**config.mk**
```make
export PLATFORM = sky130hd
export DESIGN_NAME = gpc_top
export DESIGN_NICKNAME = d
export VERILOG_FILES = /design/src/pkg/gpc_pkg.sv /design/src/hdl/gpc_sync.sv /design/src/hdl/gpc_top.sv
export SDC_FILE = /design/constraint.sdc
export NUM_CORES = 1
export LEC_CHECK = 0
export BUFFER_PORTS_ARGS = -buffer_cell sky130_fd_sc_hd__buf_2
export CAP_MARGIN = 20
export CORE_UTILIZATION = 30
export CTS_CLUSTER_SIZE = 14
export DETAILED_ROUTE_END_ITERATION = 10
export GPL_ROUTABILITY_DRIVEN = 0
export PLACE_DENSITY_LB_ADDON = 0.25
export SYNTH_ARGS = -nofsm -noshare
export SYNTH_HDL_FRONTEND = slang
export SYNTH_SLANG_ARGS = --single-unit
```
**constraint.sdc**
```tcl
create_clock -name clk_i -period 3.87 [get_ports clk_i]
set_input_delay 0.5805 -clock clk_i [delete_from_list [all_inputs] [get_ports clk_i]]
set_output_delay 0.5805 -clock clk_i [all_outputs]
set_load 0.02 [all_outputs]
```
**src/pkg/gpc_pkg.sv**
```systemverilog
// Constants for the two-port GPIO block with change interrupt
package gpc_pkg;
  localparam logic [3:0] ADDR_PA_DATA = 4'h0;
  localparam logic [3:0] ADDR_PA_DIR = 4'h1;
  localparam logic [3:0] ADDR_ANALOG = 4'h2;
  localparam logic [3:0] ADDR_PB_DATA = 4'h3;
  localparam logic [3:0] ADDR_PB_DIR = 4'h4;
  localparam logic [3:0] ADDR_OPTION = 4'h5;
  localparam logic [3:0] ADDR_INT_STAT = 4'h6;
  localparam logic [3:0] ADDR_INT_MASK = 4'h7;
  localparam logic [4:0] PA_DIR_RST = 5'h1F;
  localparam logic [7:0] PB_DIR_RST = 8'hFF;
  localparam logic [7:0] OPTION_RST = 8'hFF;
  localparam logic [2:0] ANALOG_RST = 3'h0;
  localparam logic [2:0] ALL_DIGITAL = 3'h6;
  localparam int PULLUP_DIS_BIT = 7;
  localparam int CHANGE_FLAG_BIT = 0;
  localparam int WATCH_LO = 4;
  localparam int STAT_W = 1;
endpackage

```
**src/hdl/gpc_sync.sv**
```systemverilog
// Two-stage synchroniser for a bus of pin inputs
`timescale 1ns/10ps
module gpc_sync #(
  parameter int WIDTH = 8
) (
  input wire logic clk_i,               // Core clock
  input wire logic [WIDTH-1:0] async_i, // Raw pin levels
  output logic [WIDTH-1:0] sync_o       // Synchronised levels
);
  logic [WIDTH-1:0] meta_q;

  // First stage only feeds second
  always_ff @(posedge clk_i) begin
    meta_q <= async_i;
    sync_o <= meta_q;
  end
endmodule

```
**src/hdl/gpc_top.sv**
```systemverilog
// Two GPIO ports on Wishbone; pull-ups and change interrupt on the second port only
//
// Design decisions made here: the register offsets and the Wishbone interface to the registers.
`timescale 1ns/10ps
module gpc_top #(
  parameter int PA_W = 5,
  parameter int PB_W = 8
) (
  input wire logic clk_i,               // Core clock, 40 MHz
  input wire logic rst_i,               // Sync reset, active high
  input wire logic por_i,               // Power-on reset qualifier
  input wire logic [3:0] wb_adr_i,      // Word address
  input wire logic [31:0] wb_dat_i,     // Write data
  input wire logic wb_we_i,             // Write enable
  input wire logic [3:0] wb_sel_i,      // Byte selects
  input wire logic wb_cyc_i,            // Bus cycle
  input wire logic wb_stb_i,            // Strobe
  output logic [31:0] wb_dat_o,         // Read data
  output logic wb_ack_o,                // Acknowledge
  input wire logic [PA_W-1:0] pa_i,     // First port pin levels
  output logic [PA_W-1:0] pa_o,         // First port drive value
  output logic [PA_W-1:0] pa_oe_o,      // First port drive enable
  input wire logic [PB_W-1:0] pb_i,     // Second port pin levels
  output logic [PB_W-1:0] pb_o,         // Second port drive value
  output logic [PB_W-1:0] pb_oe_o,      // Second port drive enable
  output logic [PB_W-1:0] pb_pullup_o,  // Weak pull-up enables
  input wire logic [PB_W-1:0] ovr_en_i, // Peripheral override enable
  input wire logic [PB_W-1:0] ovr_out_i,// Override: one forces output
  input wire logic sleep_i,             // Core is in sleep
  output logic wake_o,                  // Wake request
  output logic irq_o                    // Level interrupt
);
  logic [PA_W-1:0] pa_lat_q;
  logic [PA_W-1:0] pa_dir_q;
  logic [2:0] analog_q;
  logic [PB_W-1:0] pb_lat_q;
  logic [PB_W-1:0] pb_dir_q;
  logic [7:0] option_q;
  logic [gpc_pkg::STAT_W-1:0] stat_q;
  logic [gpc_pkg::STAT_W-1:0] mask_q;
  logic [PB_W-1:0] ref_q;
  logic [PA_W-1:0] pa_s;
  logic [PB_W-1:0] pb_s;
  logic [PB_W-1:0] pb_dir_eff;
  logic [PA_W-1:0] pa_rd;
  logic [PB_W-1:0] mismatch;
  logic change;
  logic acc;
  logic wr;
  logic rd;
  logic pb_read;
  logic flag_clr;
  logic [31:0] rd_d;

  // Pins come from outside the clock domain
  gpc_sync #(.WIDTH(PA_W)) u_sync_a (
    .clk_i(clk_i),
    .async_i(pa_i),
    .sync_o(pa_s)
  );
  gpc_sync #(.WIDTH(PB_W)) u_sync_b (
    .clk_i(clk_i),
    .async_i(pb_i),
    .sync_o(pb_s)
  );

  // One access per strobe; ack low between cycles
  assign acc = wb_cyc_i && wb_stb_i && !wb_ack_o;
  assign wr = acc && wb_we_i && wb_sel_i[0];
  assign rd = acc && !wb_we_i;
  assign pb_read = rd && (wb_adr_i == gpc_pkg::ADDR_PB_DATA);
  assign flag_clr = wr && (wb_adr_i == gpc_pkg::ADDR_INT_STAT);

  // Peripheral overrides direction while enabled
  always_comb begin
    for (int i = 0; i < PB_W; i++) begin
      if (ovr_en_i[i]) begin
        pb_dir_eff[i] = !ovr_out_i[i];
      end else begin
        pb_dir_eff[i] = pb_dir_q[i];
      end
    end
  end

  // All four low pins read as zero unless analog config is all-digital
  always_comb begin
    pa_rd = pa_s;
    if (analog_q != gpc_pkg::ALL_DIGITAL) begin
      pa_rd[3:0] = 4'h0;
    end
  end

  // Watched pins that are inputs and differ from reference
  genvar g;
  generate
    for (g = 0; g < PB_W; g++) begin : g_watch
      if (g >= gpc_pkg::WATCH_LO) begin : g_on
        assign mismatch[g] = pb_dir_eff[g] && (pb_s[g] != ref_q[g]);
      end else begin : g_off
        assign mismatch[g] = 1'b0;
      end
    end
  endgenerate
  assign change = |mismatch;

  // Bus ack, one cycle after strobe
  always_ff @(posedge clk_i) begin
    if (rst_i) begin
      wb_ack_o <= 1'b0;
    end else begin
      wb_ack_o <= acc;
    end
  end

  // Read mux, registered with the ack
  always_comb begin
    rd_d = 32'h0;
    case (wb_adr_i)
      gpc_pkg::ADDR_PA_DATA: rd_d[PA_W-1:0] = pa_rd;
      gpc_pkg::ADDR_PA_DIR: rd_d[PA_W-1:0] = pa_dir_q;
      gpc_pkg::ADDR_ANALOG: rd_d[2:0] = analog_q;
      gpc_pkg::ADDR_PB_DATA: rd_d[PB_W-1:0] = pb_s;
      gpc_pkg::ADDR_PB_DIR: rd_d[PB_W-1:0] = pb_dir_eff;
      gpc_pkg::ADDR_OPTION: rd_d[7:0] = option_q;
      gpc_pkg::ADDR_INT_STAT: rd_d[gpc_pkg::STAT_W-1:0] = stat_q;
      gpc_pkg::ADDR_INT_MASK: rd_d[gpc_pkg::STAT_W-1:0] = mask_q;
      default: rd_d = 32'h0;
    endcase
  end

  always_ff @(posedge clk_i) begin
    if (rst_i) begin
      wb_dat_o <= 32'h0;
    end else if (rd) begin
      wb_dat_o <= rd_d;
    end
  end

  // Output latches survive warm resets, cleared only at power-on
  always_ff @(posedge clk_i) begin
    if (rst_i && por_i) begin
      pa_lat_q <= '0;
      pb_lat_q <= '0;
    end else if (!rst_i && wr) begin
      if (wb_adr_i == gpc_pkg::ADDR_PA_DATA) begin
        pa_lat_q <= wb_dat_i[PA_W-1:0];
      end
      if (wb_adr_i == gpc_pkg::ADDR_PB_DATA) begin
        pb_lat_q <= wb_dat_i[PB_W-1:0];
      end
    end
  end

  // Direction, option and analog configuration
  always_ff @(posedge clk_i) begin
    if (rst_i) begin
      pa_dir_q <= gpc_pkg::PA_DIR_RST;
      pb_dir_q <= gpc_pkg::PB_DIR_RST;
      option_q <= gpc_pkg::OPTION_RST;
      analog_q <= gpc_pkg::ANALOG_RST;
    end else if (wr) begin
      case (wb_adr_i)
        gpc_pkg::ADDR_PA_DIR: pa_dir_q <= wb_dat_i[PA_W-1:0];
        gpc_pkg::ADDR_PB_DIR: pb_dir_q <= wb_dat_i[PB_W-1:0];
        gpc_pkg::ADDR_OPTION: option_q <= wb_dat_i[7:0];
        gpc_pkg::ADDR_ANALOG: analog_q <= wb_dat_i[2:0];
        default: ;
      endcase
    end
  end

  // Reference recaptured on each second-port data read
  always_ff @(posedge clk_i) begin
    if (rst_i) begin
      ref_q <= '0;
    end else if (pb_read) begin
      ref_q <= pb_s;
    end
  end

  // Sticky flag; a set wins over a write-one clear
  always_ff @(posedge clk_i) begin
    if (rst_i) begin
      stat_q <= '0;
      mask_q <= '0;
    end else begin
      if (change) begin
        stat_q[gpc_pkg::CHANGE_FLAG_BIT] <= 1'b1;
      end else if (flag_clr && wb_dat_i[gpc_pkg::CHANGE_FLAG_BIT]) begin
        stat_q[gpc_pkg::CHANGE_FLAG_BIT] <= 1'b0;
      end
      if (wr && wb_adr_i == gpc_pkg::ADDR_INT_MASK) begin
        mask_q <= wb_dat_i[gpc_pkg::STAT_W-1:0];
      end
    end
  end

  // Interrupt and wake outputs
  always_ff @(posedge clk_i) begin
    if (rst_i) begin
      irq_o <= 1'b0;
      wake_o <= 1'b0;
    end else begin
      irq_o <= |(stat_q & mask_q);
      wake_o <= sleep_i && |(stat_q & mask_q);
    end
  end

  // Pin drivers and pull-ups
  always_ff @(posedge clk_i) begin
    if (rst_i) begin
      pa_o <= '0;
      pa_oe_o <= '0;
      pb_o <= '0;
      pb_oe_o <= '0;
      pb_pullup_o <= '0;
    end else begin
      pa_o <= pa_lat_q;
      pa_oe_o <= ~pa_dir_q;
      pb_o <= pb_lat_q;
      pb_oe_o <= ~pb_dir_eff;
      for (int i = 0; i < PB_W; i++) begin
        pb_pullup_o[i] <= !option_q[gpc_pkg::PULLUP_DIS_BIT]
          && pb_dir_eff[i];
      end
    end
  end
endmodule

```
== Word-level counts from Yosys, hierarchy flattened ==
Index checks and enable logic that the tools add are counted.

* Word-level logic and storage cells: 97
* Input bits: 76
* Output and inout bits: 69
* Bits in registers: 118

* Equal/unequal tests: 12
* Reduce and logical (&&, ||, !) cells: 45
* Mux-type cells: 15
* Bitwise gates (word level): 3

{| class="wikitable"
|+ Operators by type and width
! operator !! count
|-
| 1-bit logical AND || 24
|-
| 4-bit by 3-bit == test with 1-bit output, second input constant || 4
|-
| 1-bit logical NOT || 12
|-
| 2-bit case mux with 6 select lines || 1
|-
| 2-bit AND reduction || 6
|-
| 1-bit two-way mux || 10
|-
| 2-bit case mux with 5 select lines || 1
|-
| 3-bit case mux with 3 select lines || 1
|-
| 4-bit by 2-bit == test with 1-bit output, second input constant || 2
|-
| 8-bit inverter || 1
|-
| 1-bit case mux with 8 select lines || 1
|-
| 5-bit inverter || 1
|-
| 4-bit by 1-bit == test with 1-bit output, second input constant || 1
|-
| 4-bit logical NOT || 1
|-
| 4-bit two-way mux || 1
|-
| 1-bit inequality test || 4
|-
| 4-bit OR reduction || 1
|-
| 3-bit inequality test, second input constant || 1
|-
| 2-bit nonzero test || 1
|-
| 1-bit AND || 1
|}

== Logic depth before layout (Yosys ltp) ==
* Depth in word-level cells: 8
* Mapped depth: 7
* Depth with buffers taken out: 4

== Hierarchy ==
From an unflattened synthesis, not the netlist that was laid out.

* Cell total of the unflattened synthesis: 406
* Area, all modules: 4244.1 µm²

{| class="wikitable"
|+ By module, submodules not included
! module !! times used !! seq. area each (µm²) !! area an instance (µm²) !! cells each
|-
| gpc_top || 1 || 1761.7 || 3723.6 || 380
|-
| gpc_sync at u_sync_b || 1 || 320.3 || 320.3 || 16
|-
| gpc_sync at u_sync_a || 1 || 200.2 || 200.2 || 10
|}

== Least setup slack after synthesis ==
OpenSTA, ideal clock, no wires.

* Kind: input port to flip-flop
* From: input wb_adr_i[1]
* To: register pb_dir_q[5]
* Setup time: 120 ps
* Data required time: 3750 ps
* Slack: 1881 ps
* Cell stages on the path: 5
* Arrival: 1870 ps
* Buffers on the path: 1
* Path through: or4b_4 nor3_4 buf_6 nor2b_1 a211o_1

* Cells in the longest elaborated chain, start to end: 2

{| class="wikitable"
|+ RTL lines
! element !! line !! RTL
|-
| start: declaration || gpc_top.sv:12 || <nowiki>input wire logic [3:0] wb_adr_i,</nowiki>
|-
| 4-bit by 3-bit == test with 1-bit output || gpc_top.sv:162 || <nowiki>case (wb_adr_i)</nowiki>
|-
| 2-bit AND reduction (no line) || n/a ||
|-
| end signal: assignment || gpc_top.sv:158 || <nowiki>pb_dir_q <= gpc_pkg::PB_DIR_RST;</nowiki>
|-
| end signal: assignment || gpc_top.sv:164 || <nowiki>gpc_pkg::ADDR_PB_DIR: pb_dir_q <= wb_dat_i[PB_W-1:0];</nowiki>
|-
| end: declaration || gpc_top.sv:37 || <nowiki>logic [PB_W-1:0] pb_dir_q;</nowiki>
|}

Every way passes these cells.
A chain may end at the register's enable or synchronous reset.

== Worst setup path in the final report ==
* From: register wb_ack_o
* To: register option_q[4]

* Cells in the longest elaborated chain, start to end: 5

{| class="wikitable"
|+ RTL lines
! element !! line !! RTL
|-
| start: declaration || gpc_top.sv:19 || <nowiki>output logic wb_ack_o,</nowiki>
|-
| start signal: assignment || gpc_top.sv:109 || <nowiki>wb_ack_o <= 1'b0;</nowiki>
|-
| start signal: assignment || gpc_top.sv:111 || <nowiki>wb_ack_o <= acc;</nowiki>
|-
| 1-bit logical NOT || gpc_top.sv:68 || <nowiki>assign acc = wb_cyc_i && wb_stb_i && !wb_ack_o;</nowiki>
|-
| 1-bit logical AND || gpc_top.sv:68 ||
|-
| 1-bit logical AND (2 in a row) || gpc_top.sv:69 || <nowiki>assign wr = acc && wb_we_i && wb_sel_i[0];</nowiki>
|-
| 2-bit AND reduction (no line) || n/a ||
|-
| end signal: assignment || gpc_top.sv:159 || <nowiki>option_q <= gpc_pkg::OPTION_RST;</nowiki>
|-
| end signal: assignment || gpc_top.sv:165 || <nowiki>gpc_pkg::ADDR_OPTION: option_q <= wb_dat_i[7:0];</nowiki>
|-
| end: declaration || gpc_top.sv:38 || <nowiki>logic [7:0] option_q;</nowiki>
|}

Every way passes these cells.

==> impl_metrics.env <==
export IMPL_design_area_sq_um=5313
export IMPL_cts_buffer_depth=2
export IMPL_num_antenna_cells=0
export IMPL_port_buffer_count=93
export IMPL_ant_nets=0
export IMPL_async_reset_ff_frac=0
export IMPL_setup_worst_path_end="option_q[4]$_SDFFE_PP1P_"
export IMPL_tightestPinTransition_ps=826.2
export IMPL_io_pins=145
export IMPL_core_sq_um=13400
export IMPL_synth_cells=414
export IMPL_fin_nets=581
export IMPL_die_x_microns=119.9
export IMPL_crit_path_max_fanout=16
export IMPL_insertion_delay_ps=420
export IMPL_grt_usage=0.1458
export IMPL_final_common_cell="dfxtp_1"
export IMPL_drv_slew=0
export IMPL_clkTransAtPathRegs_ps=50
export IMPL_status="complete, no violations"
export IMPL_synth_ff_type="dfxtp_1"
export IMPL_dpl_cell_area_sq_um=4686
export IMPL_avgViaCountPerCell=4.520
export IMPL_grt_overflow=0
export IMPL_cts_hold_buffers=0
export IMPL_finClkSkew_ps=8.247
export IMPL_fin_crit_sh=0.5442
export IMPL_reg2reg_depth=4
export IMPL_globalRouteMet2Util=0.2142
export IMPL_antenna_found_initial=0
export IMPL_drc=0
export IMPL_reg2reg_to="option_q[4]$_SDFFE_PP1P_"
export IMPL_finalSetupViolCount=0
export IMPL_ys_seq_area_frac=0.5476
export IMPL_die_h_microns=119.9
export IMPL_grt_pass1_wl_microns=15550
export IMPL_start_kind="flop"
export IMPL_startpoint="wb_ack_o$_SDFF_PP0_"
export IMPL_postCtsSetupBuffers=0
export IMPL_root_buffer="clkbuf_16"
export IMPL_worstPathRequired_ps=4170
export IMPL_vias=3137
export IMPL_end_kind="flop"
export IMPL_die_area_sq_um=14370
export IMPL_reg2reg_slack_ps=1760
export IMPL_maxClockFrequency_mhz=474.8
export IMPL_final_cell_mix="dfxtp_1 (114), buf_2 (93), nor2b_1 (45), nor2_1 (37), nand2_1 (34)"
export IMPL_ys_types=51
export IMPL_drt_pass1_iterations=4
export IMPL_cts_sinks=114
export IMPL_gr_max_usage_layer="met2"
export IMPL_fin_tns_setup_ps=0
export IMPL_period_needed_ps=2106
export IMPL_first_global_vias=3004
export IMPL_grt_max_degree=38
export IMPL_hpwl_microns=7000
export IMPL_htreeDepth=4
export IMPL_layout_drive_gt1_share=0.2741
export IMPL_cts_resized=0
export IMPL_cts_made_buffers=17
export IMPL_fillerInstances=1340
export IMPL_rr_startpoint="wb_ack_o$_SDFF_PP0_"
export IMPL_synth_edff_count=0
export IMPL_rsz0062_at_grt="false"
export IMPL_drt_initial_drc_count=181
export IMPL_hold_viol=0
export IMPL_ys_warn_count=0
export IMPL_use_met3=0.05513
export IMPL_start_util=0.3110
export IMPL_use_met1=0.1888
export IMPL_rows=42
export IMPL_worstPathArrival_ps=2410
export IMPL_drt_total_wl_microns=9777
export IMPL_cts_tree="yes"
export IMPL_vdd_ir_drop_max_mv=0.2706
export IMPL_power_density_nw_per_um2=563.7
export IMPL_synthesis_area_sq_um=4168
export IMPL_total_power_mw=2.994
export IMPL_worstSetupPathType="reg -> reg"
export IMPL_wire_per_inst_microns=14.09
export IMPL_avgSynthCellArea_sq_um=10.07
export IMPL_area_growth_pct=27.47
export IMPL_ys_ff_latch=114
export IMPL_worstHoldPathType="in -> reg"
export IMPL_leakagePower_nw=2.215
export IMPL_slew_headroom=0.4451
export IMPL_cap_viol_max_count=0
==> cell families (layout without fill, tap and decap cells) <==
kind of cell	Yosys count	count (layout)	synth area share
and+or+nand+nor	153	153	0.2050
muxes	11	11	0.02792
other	1	24	0.0008998
DFF	114	114	0.5476
xor gates and xnor gates	4	4	0.008405
buffers and inverters	49	130	0.06965
AOI/OAI and AO/OA	82	82	0.1405
==> sequential cells by signal (all words and copies together) (netlist names) <==
name	count
ref_q	4
u_sync_a.meta_q	5
wb_dat_o	8
pb_o	8
pa_oe_o	5
pb_dir_q	8
pa_lat_q	5
mask_q	1
u_sync_b.meta_q	8
pb_oe_o	8
option_q	8
u_sync_a.sync_o	5
analog_q	3
pb_pullup_o	8
pa_dir_q	5
pa_o	5
stat_q	1
pb_lat_q	8
u_sync_b.sync_o	8
irq_o	1
wake_o	1
wb_ack_o	1
==> where the power goes <==
group	leakage [nW]	switching, mW	total, mW	internal, mW
Clock	0.299	0.544	1.64	1.09
Combinational	0.984	0.104	0.151	0.0478
Sequential	0.931	0.00948	1.21	1.20
Total	2.21	0.657	2.99	2.34
==> metal layers <==
metal	up-vias	part of all wire
met5	-	0
met4	0	0.018
met3	17	0.063
met2	103	0.43
met1	1447	0.49
li1	1570	-
==> worst min path at each step <==
stage / from / end / slack, ps / depth (start not counted)
final: pb_i[0] / u_sync_b.meta_q[0]$_DFF_P_ / 260 / 1
after global routing: pb_i[7] / u_sync_b.meta_q[7]$_DFF_P_ / 250 / 1
after CTS: pa_i[0] / u_sync_a.meta_q[0]$_DFF_P_ / 250 / 1
after detailed placement: u_sync_b.meta_q[5]$_DFF_P_ / u_sync_b.sync_o[5]$_DFF_P_ / 310 / 0
after global placement: u_sync_a.meta_q[2]$_DFF_P_ / u_sync_a.sync_o[2]$_DFF_P_ / 310 / 0
after floorplan: u_sync_a.meta_q[0]$_DFF_P_ / u_sync_a.sync_o[0]$_DFF_P_ / 310 / 0
==> final cells by class <==
| type | count | area, sq um | share of cell area |
|---|---|---|---|
| sequential | 114 | 2282 | 0.4296 |
| tap | 176 | 220.2 | 0.04145 |
| clock inverter | 13 | 183.9 | 0.03462 |
| timing repair buffer | 96 | 488.0 | 0.09185 |
| multi-input combinational | 274 | 1688 | 0.3177 |
| clock buffer | 19 | 442.9 | 0.08337 |
| inverter | 2 | 7.507 | 0.001413 |
==> stage by stage <==
stage	std cells	hold slack (ps)	setup WS (ps)	util
6_report	694	261.9	1764	0.3965
3_3_place_gp	662	312.7	1414	0.3497
5_1_grt	694	248.3	1576	0.3965
4_1_cts	694	245.9	1762	0.3965
3_5_place_dp	662	314.3	1373	0.3497
2_1_floorplan	437	309.6	1881	-
==> critical path: stages (launching register included) <==
cell      delay (ps)
dfxtp_1          320
nand3b_2         420
nor4_4           850
nor2b_1          110
a211o_1          290
==> synthesized netlist by cell type (all sizes together) (2+ instances only) <==
library cell	n	area share
clkbuf	16	0.015
a22oi	6	0.011
buf	31	0.053
a211o	21	0.044
nor4	5	0.016
a311oi	2	0.0042
a21o	3	0.0054
or2	2	0.0030
mux2i	6	0.014
nor4bb	3	0.0072
o21ai	18	0.022
xor2	4	0.0084
nor2	37	0.033
a221oi	2	0.0042
nand3	12	0.014
a32oi	4	0.0084
mux2	5	0.014
dfxtp	114	0.55
nand2b	2	0.0030
nand2	34	0.031
nand3b	2	0.0045
a21oi	13	0.016
o31ai	2	0.0036
nor3	3	0.0063
a22o	4	0.0084
and2	2	0.0030
inv	2	0.0018
nor2b	45	0.068
No activity file was read; power rests on OpenSTA's default activity.
